$ cat config.mk
export PLATFORM = sky130hd
export DESIGN_NAME = ufc_flow_baud
export DESIGN_NICKNAME = d
export VERILOG_FILES = /design/src/verilog/ufc_pkg.sv /design/src/verilog/ufc_flow_baud.sv
export SDC_FILE = /design/constraint.sdc
export NUM_CORES = 1
export LEC_CHECK = 0
export ABC_CLOCK_PERIOD_IN_PS = 4200
export BUFFER_PORTS_ARGS = -buffer_cell sky130_fd_sc_hd__buf_4
export CORE_MARGIN = 3
export CORE_UTILIZATION = 61
export CTS_CLUSTER_SIZE = 16
export DETAILED_ROUTE_END_ITERATION = 16
export PLACE_DENSITY = 0.91
export SLEW_MARGIN = 0
export SYNTH_ARGS = -nofsm -noshare
export SYNTH_HDL_FRONTEND = slang
export SYNTH_SLANG_ARGS = --single-unit
$ cat constraint.sdc
create_clock -name clk -period 4.2 [get_ports clk]
set_input_delay 0.42 -clock clk [delete_from_list [all_inputs] [get_ports clk]]
set_output_delay 0.42 -clock clk [all_outputs]
set_load 0.02 [all_outputs]
$ cat src/verilog/ufc_pkg.sv
// Shared constants and types for the UART flow control and baud block
`default_nettype none
package ufc_pkg;
  // Register indices on the indexed register port
  localparam logic [7:0] IDX_CPR   = 8'h01;
  localparam logic [7:0] IDX_TCR   = 8'h02;
  localparam logic [7:0] IDX_EFR   = 8'h10;
  localparam logic [7:0] IDX_MCR   = 8'h11;
  localparam logic [7:0] IDX_ACR   = 8'h12;
  localparam logic [7:0] IDX_IER   = 8'h13;
  localparam logic [7:0] IDX_ISR   = 8'h14;
  localparam logic [7:0] IDX_ASR   = 8'h15;
  localparam logic [7:0] IDX_DLL   = 8'h16;
  localparam logic [7:0] IDX_DLM   = 8'h17;
  localparam logic [7:0] IDX_FIRST_RESUME_CHAR  = 8'h18;
  localparam logic [7:0] IDX_SECOND_RESUME_CHAR  = 8'h19;
  localparam logic [7:0] IDX_FIRST_STOP_CHAR = 8'h1A;
  localparam logic [7:0] IDX_SECOND_STOP_CHAR = 8'h1B;
  localparam logic [7:0] IDX_UPPER = 8'h1C;
  localparam logic [7:0] IDX_LOWER = 8'h1D;
  // Reset values
  localparam logic [7:0] CPR_RESET   = 8'h20;
  localparam logic [7:0] TCR_RESET   = 8'h00;
  localparam logic [7:0] ZERO_RESET  = 8'h00;
  localparam logic [7:0] DLL_RESET   = 8'h01;
  localparam logic [7:0] UPPER_RESET = 8'h60;
  localparam logic [7:0] LOWER_RESET = 8'h20;
  // Field positions
  localparam int EFR_ENH   = 4;
  localparam int EFR_SPEC  = 5;
  localparam int EFR_ARTS  = 6;
  localparam int EFR_ACTS  = 7;
  localparam int MCR_DTR   = 0;
  localparam int MCR_RTS   = 1;
  localparam int MCR_XANY  = 5;
  localparam int MCR_PSEL  = 7;
  localparam int ACR_ADSR  = 2;
  localparam int ACR_ADTR  = 3;
  localparam int IER_LVL5  = 5;
  // Baud timing figures
  localparam logic [8:0] PRESC_ONE = 9'h008;
  localparam logic [8:0] PRESC_STEP = 9'h008;
  localparam logic [3:0] TCR_MIN   = 4'h4;
  localparam logic [4:0] SC_DEFAULT = 5'h10;
  typedef struct packed {
    logic [7:0] data;
    logic       parity_err;
    logic       framing_err;
  } ufc_rx_char_type;
  typedef enum logic [1:0] {
    UFC_FLOW_OFF   = 2'b00,
    UFC_FLOW_PAIR2 = 2'b01,
    UFC_FLOW_PAIR1 = 2'b10,
    UFC_FLOW_BOTH  = 2'b11
  } ufc_flow_type;
  typedef enum logic [1:0] {
    UFC_SRC_NONE = 2'b00,
    UFC_SRC_XOFF = 2'b01,
    UFC_SRC_XON  = 2'b10,
    UFC_SRC_DATA = 2'b11
  } ufc_src_type;
endpackage : ufc_pkg
`default_nettype wire
$ cat src/verilog/ufc_flow_baud.sv
// Flow control and baud generation for one UART channel
`default_nettype none
// How it works
// - Enhanced mode with detection on: second stop char sets special flag, interrupt.
// - Reading the additional status register clears the special flag.
// - Character matching ignores parity and framing errors.
// - Stop char halts transmit after current char, sets status, interrupt.
// - While halted, a matching resume char restarts transmit, clears status.
// - Flow chars are not stored, except second stop char with detection on.
// - Resume-on-any makes any char except a stop char resume transmit; that char is stored unless it is a resume char.
// - Transmit flow sampling happens only while transmitter idle; inserts char.
// - Stop sent above upper trigger, resume sent below lower trigger.
// - Disabling transmit flow while stopped sends resume automatically.
// - Normal mode: one bit enables RTS and CTS; enhanced: separate bits.
// - Automatic CTS stops transmission between characters while CTS says stop.
// - Automatic RTS goes inactive at upper trigger, active below lower.
// - Automatic RTS is ANDed with the software RTS bit.
// - DTR/DSR flow control works like RTS/CTS, enabled by control field.
// - Divisor is low byte plus 256 times high byte.
// - Bit rate is clock over samples times divisor times prescaler.
// - Prescaler divides by M plus N/8 when selected.
// - Prescaler bypassed as divide by one when not selected.
// - After reset prescaler bypassed and sample register zero, 16 samples.
// - Prescaler register sits at index 0x01.
// - Enhanced bits ignored and in-band flow off unless enhanced mode.
// - Receive code 01 second pair, 10 first pair, 11 both.
// - Nine-bit framing disables all in-band flow control.
module ufc_flow_baud
  import ufc_pkg::*;
(
  input  wire logic            clk,
  input  wire logic            srst,
  input  wire logic            reg_wr,
  input  wire logic            reg_rd,
  input  wire logic [7:0]      reg_index,
  input  wire logic [7:0]      reg_wdata,
  output logic      [7:0]      reg_rdata,
  input  wire logic            rx_in_valid,
  input  wire ufc_rx_char_type rx_in,
  output logic                 rx_in_ready,
  output logic                 rx_out_valid,
  output logic      [7:0]      rx_out_data,
  input  wire logic            rx_out_ready,
  input  wire logic            tx_in_valid,
  input  wire logic [7:0]      tx_in_data,
  output logic                 tx_in_ready,
  output logic                 tx_out_valid,
  output logic      [7:0]      tx_out_data,
  input  wire logic            tx_out_ready,
  input  wire logic [7:0]      rx_level,
  input  wire logic            nine_bit_mode,
  input  wire logic            cts_n,
  input  wire logic            dsr_n,
  output logic                 rts_n,
  output logic                 dtr_n,
  output logic                 level5_irq,
  output logic                 sample_tick,
  output logic                 bit_tick
);
  logic [7:0] enhanced_features_reg, modem_control_reg, additional_control_reg, interrupt_enable_reg, clock_prescaler, sample_clock_count_reg, dll, divisor_high_byte;
  logic [7:0] first_resume_char, second_resume_char, first_stop_char, second_stop_char, upper, lower;
  logic       rhalt, xsent, xsent_p2, spec, rts_hold;
  logic       cts_m, cts_s, dsr_m, dsr_s;
  logic       v0, v1;
  logic [7:0] d0, d1;
  logic [8:0] pacc;
  logic [15:0] dcnt;
  logic [4:0] scnt;

  // Enhanced gating of in-band and out-of-band controls
  wire enh = enhanced_features_reg[EFR_ENH];
  wire inband_ok = enh & ~nine_bit_mode;
  wire [1:0] rmode = inband_ok ? enhanced_features_reg[1:0] : UFC_FLOW_OFF;
  wire [1:0] tmode = inband_ok ? enhanced_features_reg[3:2] : UFC_FLOW_OFF;
  // Reserved transmit code 11 is treated as off
  wire tflow_on = (tmode == UFC_FLOW_PAIR1) | (tmode == UFC_FLOW_PAIR2);
  wire auto_rts = enh ? enhanced_features_reg[EFR_ARTS] : modem_control_reg[MCR_XANY];
  wire auto_cts = enh ? enhanced_features_reg[EFR_ACTS] : modem_control_reg[MCR_XANY];
  wire auto_dsr = additional_control_reg[ACR_ADSR];
  wire auto_dtr = additional_control_reg[ACR_ADTR];

  // Receive matching works on data bits only, status bits are ignored
  wire [7:0] rc = rx_in.data;
  wire accept = rx_in_valid & rx_in_ready;
  wire use1 = rmode[1];
  wire use2 = rmode[0];
  wire m_n1 = rc == first_resume_char;
  wire m_n2 = rc == second_resume_char;
  wire m_f1 = rc == first_stop_char;
  wire m_f2 = rc == second_stop_char;
  wire xoff_hit = (use1 & m_f1) | (use2 & m_f2);
  wire xon_hit = (use1 & m_n1) | (use2 & m_n2);
  wire spec_hit = enh & enhanced_features_reg[EFR_SPEC] & m_f2;
  wire xany = enh & modem_control_reg[MCR_XANY] & rhalt;
  wire resume = rhalt & (xon_hit | xany);
  wire drop = xon_hit | (xoff_hit & ~spec_hit);
  wire push = accept & ~drop;
  wire pop = v0 & rx_out_ready;
  wire asr_rd = reg_rd & (reg_index == IDX_ASR);

  // Transmit selection; flow chars bypass the halt so the remote is told
  wire slot_free = ~tx_out_valid | tx_out_ready;
  wire need_xoff = tflow_on & ~xsent & (rx_level > upper);
  wire need_xon = xsent & (~tflow_on | (rx_level < lower));
  wire tx_halt = rhalt | (auto_cts & cts_s) | (auto_dsr & dsr_s);
  wire cur_p2 = tmode == UFC_FLOW_PAIR2;
  ufc_src_type src;
  assign src = ~slot_free ? UFC_SRC_NONE
             : need_xoff ? UFC_SRC_XOFF
             : need_xon ? UFC_SRC_XON
             : (tx_in_valid & ~tx_halt) ? UFC_SRC_DATA
             : UFC_SRC_NONE;
  assign tx_in_ready = slot_free & ~need_xoff & ~need_xon & ~tx_halt;
  assign rx_in_ready = ~v1;

  // Baud chain: fractional prescaler in eighths, divisor, sample count
  wire psel = modem_control_reg[MCR_PSEL];
  wire [8:0] pval = (psel && clock_prescaler >= PRESC_STEP[7:0]) ? {1'b0, clock_prescaler}
                  : PRESC_ONE;
  wire [8:0] psum = pacc + PRESC_STEP;
  wire ptick = psum >= pval;
  wire [15:0] divisor = {divisor_high_byte, dll};
  wire [15:0] dnext = dcnt + 16'h0001;
  wire stick = ptick & (dnext >= divisor);
  wire [4:0] sc = (sample_clock_count_reg[3:0] < TCR_MIN) ? SC_DEFAULT
                : {1'b0, sample_clock_count_reg[3:0]};
  wire [4:0] snext = scnt + 5'h01;
  wire btick = stick & (snext >= sc);

  logic [7:0] rd_mux;
  always_comb
  begin
    case (reg_index)
      IDX_CPR:   rd_mux = clock_prescaler;
      IDX_TCR:   rd_mux = sample_clock_count_reg;
      IDX_EFR:   rd_mux = enhanced_features_reg;
      IDX_MCR:   rd_mux = modem_control_reg;
      IDX_ACR:   rd_mux = additional_control_reg;
      IDX_IER:   rd_mux = interrupt_enable_reg;
      IDX_ISR:   rd_mux = {3'b000, rhalt, 4'h0};
      IDX_ASR:   rd_mux = {3'b000, spec, 2'b00, xsent, rhalt};
      IDX_DLL:   rd_mux = dll;
      IDX_DLM:   rd_mux = divisor_high_byte;
      IDX_FIRST_RESUME_CHAR:  rd_mux = first_resume_char;
      IDX_SECOND_RESUME_CHAR:  rd_mux = second_resume_char;
      IDX_FIRST_STOP_CHAR: rd_mux = first_stop_char;
      IDX_SECOND_STOP_CHAR: rd_mux = second_stop_char;
      IDX_UPPER: rd_mux = upper;
      IDX_LOWER: rd_mux = lower;
      default:   rd_mux = 8'h00;
    endcase
  end

  always_ff @(posedge clk)
  begin
    if (srst)
    begin
      {enhanced_features_reg, modem_control_reg, additional_control_reg, interrupt_enable_reg} <= {4{ZERO_RESET}};
      {first_resume_char, second_resume_char, first_stop_char, second_stop_char} <= {4{ZERO_RESET}};
      clock_prescaler <= CPR_RESET;
      sample_clock_count_reg <= TCR_RESET;
      dll <= DLL_RESET;
      divisor_high_byte <= ZERO_RESET;
      upper <= UPPER_RESET;
      lower <= LOWER_RESET;
      reg_rdata <= 8'h00;
    end
    else
    begin
      if (reg_rd)
        reg_rdata <= rd_mux;
      if (reg_wr)
      begin
        case (reg_index)
          IDX_CPR:   clock_prescaler <= reg_wdata;
          IDX_TCR:   sample_clock_count_reg <= reg_wdata;
          IDX_EFR:   enhanced_features_reg <= reg_wdata;
          // Bits 7:6 frozen outside enhanced mode; bit 5 stays writable
          // because it enables out-of-band flow in normal mode
          IDX_MCR:   modem_control_reg <= enh ? reg_wdata
                          : {modem_control_reg[7:6], reg_wdata[5:0]};
          IDX_ACR:   additional_control_reg <= reg_wdata;
          IDX_IER:   interrupt_enable_reg <= reg_wdata;
          IDX_DLL:   dll <= reg_wdata;
          IDX_DLM:   divisor_high_byte <= reg_wdata;
          IDX_FIRST_RESUME_CHAR:  first_resume_char <= reg_wdata;
          IDX_SECOND_RESUME_CHAR:  second_resume_char <= reg_wdata;
          IDX_FIRST_STOP_CHAR: first_stop_char <= reg_wdata;
          IDX_SECOND_STOP_CHAR: second_stop_char <= reg_wdata;
          IDX_UPPER: upper <= reg_wdata;
          IDX_LOWER: lower <= reg_wdata;
          default:   ;
        endcase
      end
    end
  end

  // Status flags; a new event in the read cycle wins over the clear
  always_ff @(posedge clk)
  begin
    if (srst)
    begin
      rhalt <= 1'b0;
      spec <= 1'b0;
      level5_irq <= 1'b0;
    end
    else
    begin
      if (accept & xoff_hit)
        rhalt <= 1'b1;
      else if (accept & resume)
        rhalt <= 1'b0;
      if (accept & spec_hit)
        spec <= 1'b1;
      else if (asr_rd)
        spec <= 1'b0;
      level5_irq <= enh & interrupt_enable_reg[IER_LVL5] & (rhalt | spec);
    end
  end

  // Two-entry receive buffer; head register drives the outputs
  always_ff @(posedge clk)
  begin
    if (srst)
    begin
      v0 <= 1'b0;
      v1 <= 1'b0;
      d0 <= 8'h00;
      d1 <= 8'h00;
    end
    else if (pop)
    begin
      v0 <= v1 | push;
      d0 <= v1 ? d1 : rc;
      v1 <= v1 & push;
      if (v1)
        d1 <= rc;
    end
    else if (push)
    begin
      if (!v0)
      begin
        v0 <= 1'b1;
        d0 <= rc;
      end
      else
      begin
        v1 <= 1'b1;
        d1 <= rc;
      end
    end
  end
  assign rx_out_valid = v0;
  assign rx_out_data = d0;

  // Transmit output stage; only loaded when the shifter is idle
  always_ff @(posedge clk)
  begin
    if (srst)
    begin
      tx_out_valid <= 1'b0;
      tx_out_data <= 8'h00;
      xsent <= 1'b0;
      xsent_p2 <= 1'b0;
    end
    else
    begin
      if (tx_out_ready)
        tx_out_valid <= 1'b0;
      case (src)
        UFC_SRC_XOFF:
        begin
          tx_out_valid <= 1'b1;
          tx_out_data <= cur_p2 ? second_stop_char : first_stop_char;
          xsent <= 1'b1;
          xsent_p2 <= cur_p2;
        end
        UFC_SRC_XON:
        begin
          tx_out_valid <= 1'b1;
          tx_out_data <= xsent_p2 ? second_resume_char : first_resume_char;
          xsent <= 1'b0;
        end
        UFC_SRC_DATA:
        begin
          tx_out_valid <= 1'b1;
          tx_out_data <= tx_in_data;
        end
        default: ;
      endcase
    end
  end

  // Modem lines: synchronise inputs, register outputs
  always_ff @(posedge clk)
  begin
    if (srst)
    begin
      {cts_m, cts_s, dsr_m, dsr_s} <= 4'hF;
      rts_hold <= 1'b0;
      rts_n <= 1'b1;
      dtr_n <= 1'b1;
    end
    else
    begin
      cts_m <= cts_n;
      cts_s <= cts_m;
      dsr_m <= dsr_n;
      dsr_s <= dsr_m;
      if (rx_level >= upper)
        rts_hold <= 1'b1;
      else if (rx_level < lower)
        rts_hold <= 1'b0;
      rts_n <= ~(modem_control_reg[MCR_RTS] & ~(auto_rts & rts_hold));
      dtr_n <= ~(modem_control_reg[MCR_DTR] & ~(auto_dtr & rts_hold));
    end
  end

  always_ff @(posedge clk)
  begin
    if (srst)
    begin
      pacc <= 9'h000;
      dcnt <= 16'h0000;
      scnt <= 5'h00;
      sample_tick <= 1'b0;
      bit_tick <= 1'b0;
    end
    else
    begin
      pacc <= ptick ? psum - pval : psum;
      if (ptick)
        dcnt <= stick ? 16'h0000 : dnext;
      if (stick)
        scnt <= btick ? 5'h00 : snext;
      sample_tick <= stick;
      bit_tick <= btick;
    end
  end
endmodule : ufc_flow_baud
`default_nettype wire

### After elaboration in Yosys (flattened, before gate mapping)

Index checks and enable logic that the tools add are counted.

| operators by class | value |
|---|---|
| add/sub/neg operators | 4 |
| $lt $le $gt $ge | 8 |
| equality and inequality tests | 27 |
| multiplexer cells | 39 |
| bitwise operators | 61 |
| reduce and logical (&&, ||, !) cells | 28 |

Operator list:

| kind | count |
|---|---|
| $pmux W8 S16 | 1 |
| $eq A8 B5 Y1 const B | 14 |
| $mux W8 | 11 |
| $and A1 B1 Y1 | 36 |
| $eq A8 B8 Y1 | 4 |
| $reduce_and A2 Y1 | 16 |
| $pmux W8 S3 | 1 |
| $add A16 B1 Y16 const B | 1 |
| $ge A16 B16 Y1 | 1 |
| $mux W16 | 1 |
| $mux W1 | 15 |
| $not A1 Y1 | 14 |
| $reduce_bool A2 Y1 | 7 |
| $mux W2 | 6 |
| $or A1 B1 Y1 | 11 |
| $mux W5 | 2 |
| $add A9 B4 Y9 const B | 1 |
| $ge A9 B8 Y1 | 1 |
| $mux W9 | 1 |
| $sub A9 B8 Y9 | 1 |
| $eq A8 B1 Y1 const B | 1 |
| $eq A8 B2 Y1 const B | 1 |
| $ge A8 B4 Y1 const B | 1 |
| $ge A8 B8 Y1 | 1 |
| 14 further kinds | 18 |

| storage, ports and cells | value |
|---|---|
| register bits after elaboration | 191 |
| input port bits | 53 |
| output and inout bits | 33 |
| logic and storage cells | 206 |

### Depth between registers and ports, before layout

| logic depth | value |
|---|---|
| depth after elaboration | 14 |
| mapped depth | 16 |
| gate-level depth less buffers | 14 |

### Worst setup path before layout

OpenSTA, ideal clock, no wires.

| timing | value |
|---|---|
| kind | flip-flop to flip-flop |
| from | reg dcnt[0] |
| to | reg dcnt[8] |
| library setup time | 0.059 ns |
| data arrival time | 3.309 ns |
| required time | 4.141 ns |
| path slack | 0.832 ns |
| cell stages (with the launch flop) | 17 |
| buffers on the path | 2 |
| clock period less this slack | 3.368 ns |
| cells stage by stage | dfxtp_1 -> ha_1 -> and3_1 -> and3_1 -> and3_1 -> clkbuf_1 -> nand3_1 -> xnor2_1 -> ha_1 -> a21o_1 -> a21o_1 -> a221o_1 -> a41o_1 -> or2_0 -> buf_2 -> o31ai_1 -> a22o_1 |

| between the ends | value |
|---|---|
| word-level cells in the longest chain between the ends | 4 |

RTL lines:

| element | line | text |
|---|---|---|
| from (decl) | ufc_flow_baud.sv:67 | `logic [15:0] dcnt;` |
| from (signal assigned) | ufc_flow_baud.sv:333 | `dcnt <= stick ? 16'h0000 : dnext;` |
| $add A16 B1 Y16 (*) | ufc_flow_baud.sv:123 | `wire [15:0] dnext = dcnt + 16'h0001;` |
| $ge A16 B16 Y1 | ufc_flow_baud.sv:124 | `wire stick = ptick & (dnext >= divisor);` |
| $and A1 B1 Y1 | ufc_flow_baud.sv:124 |  |
| $mux W16 (*) | ufc_flow_baud.sv:333 |  |

Every way passes the cells marked *; elsewhere a longest branch is shown, timed or not.
A chain may end at the register's enable or synchronous reset.

### Final worst setup path

| timing | value |
|---|---|
| from | reg dcnt[0] |
| to | reg scnt[1] |

| between the ends | value |
|---|---|
| word-level cells in the longest chain between the ends | 5 |

RTL lines:

| element | line | text |
|---|---|---|
| $add A16 B1 Y16 (*) | ufc_flow_baud.sv:123 |  |
| $ge A16 B16 Y1 (*) | ufc_flow_baud.sv:124 |  |
| $and A1 B1 Y1 (*) | ufc_flow_baud.sv:124 |  |
| $and A1 B1 Y1 | ufc_flow_baud.sv:128 | `wire btick = stick & (snext >= sc);` |
| $mux W5 | ufc_flow_baud.sv:335 | `scnt <= btick ? 5'h00 : snext;` |
| to (signal assigned) | ufc_flow_baud.sv:335 |  |
| to (decl) | ufc_flow_baud.sv:68 | `logic [4:0] scnt;` |

Marks and branches as above.

==> results.yml <==
pwr:
  powerDensity_mw_per_mm2: 404
  p_total_mw: 4.80
  p_clk_share_pct: 35.5
  p_leak_nw: 4.85
  combPwrFrac_pct: 24.1
  pwr-share-seq_pct: 40.4
  p_sw_mw: 1.50
  p_sw_share_pct: 31.3
  irDropWorstVdd_mv: 0.319
  internal_power_mw: 3.30
finish:
  fin_nets: 1391
  largest_reg_flops: 16
  drive_gt1_share_pct: 13.8
  postLayoutCellArea_mm2: 0.0119
  area_delta_synth_final_pct: 12.4
  reg_top3: "dcnt x16, pacc x9"
  top_register: "dcnt"
  n_antenna_cell: 0
drt:
  antenna_left: 0
  vias: 9916
  route.detailed.drc: 0
  dr.pass1.iters: 7
  wirelength_mm: 30.8
  drt_iter0_drc: 1294
  viasPerCell: 6.54
  wl_per_cell_um: 20.3
placement:
  place_congestion: 0.940
  placed_cell_area_mm2: 0.0113
  dp_hpwl_mm: 20.9
  portBuffers: 83
cts:
  cts_made_buffers: 17
  postCtsSetupBuffers: 0
  cts_tree: "yes"
  clk_pin_slew_worst_paths_ns: 0.07
  htree_levels: 4
  cts_hold_buf: 0
  cts_resized: 0
  cts.sinks: 191
  worst_skew_pair.late_latency_ns: 0.44
  clock_path_buffers: 2
  root_buffer: "clkbuf_16"
setup_path:
  crit_required_ns: 4.53
  r2r_cells: 14
  crit_type: "reg -> reg"
  crit_path_end_kind: "flop"
  crit_arrival_ns: 4.12
  crit_fanout: 15
  crit_path_start_kind: "flop"
floorplan:
  dieArea_mm2: 0.0189
  fp.dieH_um: 138
  io_pins: 86
  floorplan.initialDensity_pct: 63.1
  coreArea_mm2: 0.0168
  rows: 47
  die_w_um: 138
synth:
  synth_nets: 1354
  seq_area_frac_synth_pct: 36.2
  ys.warnings.count: 0
  synthCells: 1248
  ys_seq_elements: 191
  synthFlopType: "dfxtp_1"
  synth_area_per_cell_um2: 8.47
  async_flop_share_pct: 0
  ys_types: 73
  syn_area_mm2: 0.0106
  synth_edf_count: 0
run:
  maxCapViolations: 0
timing:
  max_freq_mhz: 264
  finalHoldViolCount: 0
  setup_viol: 0
  slew_viol_final: 0
  slew_headroom_pct: 32.9
  skew_ns: 0.00923
  tns_ns: 0
  period_minus_slack_ns: 3.79
  worst_pin_slew_ns: 0.997
  grt_setup_unrepaired: "false"
  period_share_pct: 90.3
outcome:
  status: "finished clean"
hold_path:
  hold_depth: 2
  hp-class: "in -> reg"
global_route:
  antenna_found_initial: 0
  overflow: 0
  grt_pass1_wl_mm: 48.7
  grt_usage_pct: 32.7
  grt_max_degree: 69
  grt_pass1_vias: 9384
power by group through the flow:
stage | combinational [mW] | sequential (mW) | clock, mW
after CTS | 1.14 | 1.94 | 1.70
after detailed placement | 1.12 | 1.98 | 0
final | 1.16 | 1.94 | 1.70
after global placement | 1.09 | 1.97 | 0
after global routing | 1.26 | 1.94 | 1.77
after floorplan | 0.779 | 2.00 | 0
area by class of cell:
class                      instances  area (um^2)
inverter                          52          195
clock inverter                    11          156
multi-input combinational        924         6230
clock buffer                      20          457
sequential                       191         3820
timing repair buffer              99          743
fill                            1211         4880
tap                              220          275
placed cells by master, fill, tap and decap left out, types with 4 or more instances in the layout:
master	instances
dfxtp_1	191
nand2_1	139
nor2_1	124
buf_4	99
mux2i_1	92
a21oi_1	90
nand3_1	70
ha_1	52
inv_1	51
a22oi_1	32
xnor2_1	30
o21ai_0	26
xor2_1	26
mux2_2	23
clkbuf_16	17
nand4_1	16
a21o_1	15
and3_1	15
a211oi_1	12
a221oi_1	11
nor2b_1	11
o21a_1	11
and2_1	9
o31ai_1	9
a22o_1	7
nand2b_1	6
a31oi_1	6
nor4_1	6
a2111oi_0	5
or2_2	5
nor3_1	5
a31o_2	5
o22ai_1	4
a311oi_1	4
clkinv_4	4
path summary, 6_finish.rpt:
path / start / endpoint / slack (ns)
setup / recovery: dcnt[0]$_SDFFE_PP0N_ / scnt[1]$_SDFFE_PP0P_ / 0.41
hold reg to reg: dsr_m$_SDFF_PP1_ / dsr_s$_SDFF_PP1_ / 0.43
setup reg to reg: dcnt[0]$_SDFFE_PP0N_ / scnt[1]$_SDFFE_PP0P_ / 0.41
hold / removal: dsr_n / dsr_m$_SDFF_PP1_ / 0.17
stage by stage:
stage               hold WS [ns]  instances  setup WS, ns  util (%)
floorplan                  0.375       1248         0.832         -
global placement           0.394       1486         0.532      67.2
detailed placement         0.410       1486         0.460      67.2
CTS                        0.167       1517         0.461      70.9
global route               0.168       1517        0.0725      70.9
finish                     0.170       1517         0.409      70.9
synthesized netlist by cell type (5+ instances only):
master,instances,area (um^2)
and2_1,9,56.3
mux2i_1,92,921
a221oi_1,11,96.3
nor3_1,5,25.0
nor2_1,124,465
buf_2,21,105
dfxtp_1,191,3820
o21ai_0,26,130
mux2_2,23,259
ha_1,52,651
nand2_1,139,522
nand2b_1,6,37.5
a2111oi_0,5,43.8
nand4_1,16,100
nor2b_1,11,68.8
nor4_1,6,37.5
buf_1,5,18.8
a211oi_1,12,90.1
a22oi_1,32,240
clkbuf_1,55,206
a22o_1,7,61.3
a21oi_1,90,450
inv_1,51,191
nand3_1,70,350
a31o_2,5,43.8
xor2_1,26,228
o31ai_1,9,67.6
xnor2_1,30,263
or2_2,5,31.3
a21o_1,15,113
and3_1,15,93.8
a31oi_1,6,37.5
o21a_1,11,82.6
per-layer routing:
layer	vias to the layer above	wire, um	global-route usage (%)
met4	0	1940	19.1
li1	4503	-	-
met2	645	14200	52.8
met1	4585	11600	40.5
met3	183	3060	6.72
met5	-	0	0
kinds of logic after synthesis:
group | Yosys count | share of synthesized area, %
DFF | 191 | 36.2
xor gates and xnor gates | 56 | 4.64
adders and majority gates | 53 | 6.34
and+or+nand+nor | 434 | 19.4
muxes | 115 | 11.2
buffers and inverters | 133 | 4.97
AOI/OAI and AO/OA | 266 | 17.3
worst max-delay path, stage by stage (launching register included):
cell	delay (ns)
dfxtp_1	0.40
ha_1	0.26
and3_1	0.20
and3_1	0.23
and3_1	0.30
nand3_1	0.12
xnor2_1	0.17
ha_1	0.20
a21o_1	0.18
a21o_1	0.18
a221o_1	0.34
a41o_1	0.25
nor2_2	0.50
nor4b_1	0.12
a31o_2	0.24
No activity file was read; power rests on OpenSTA's default activity.
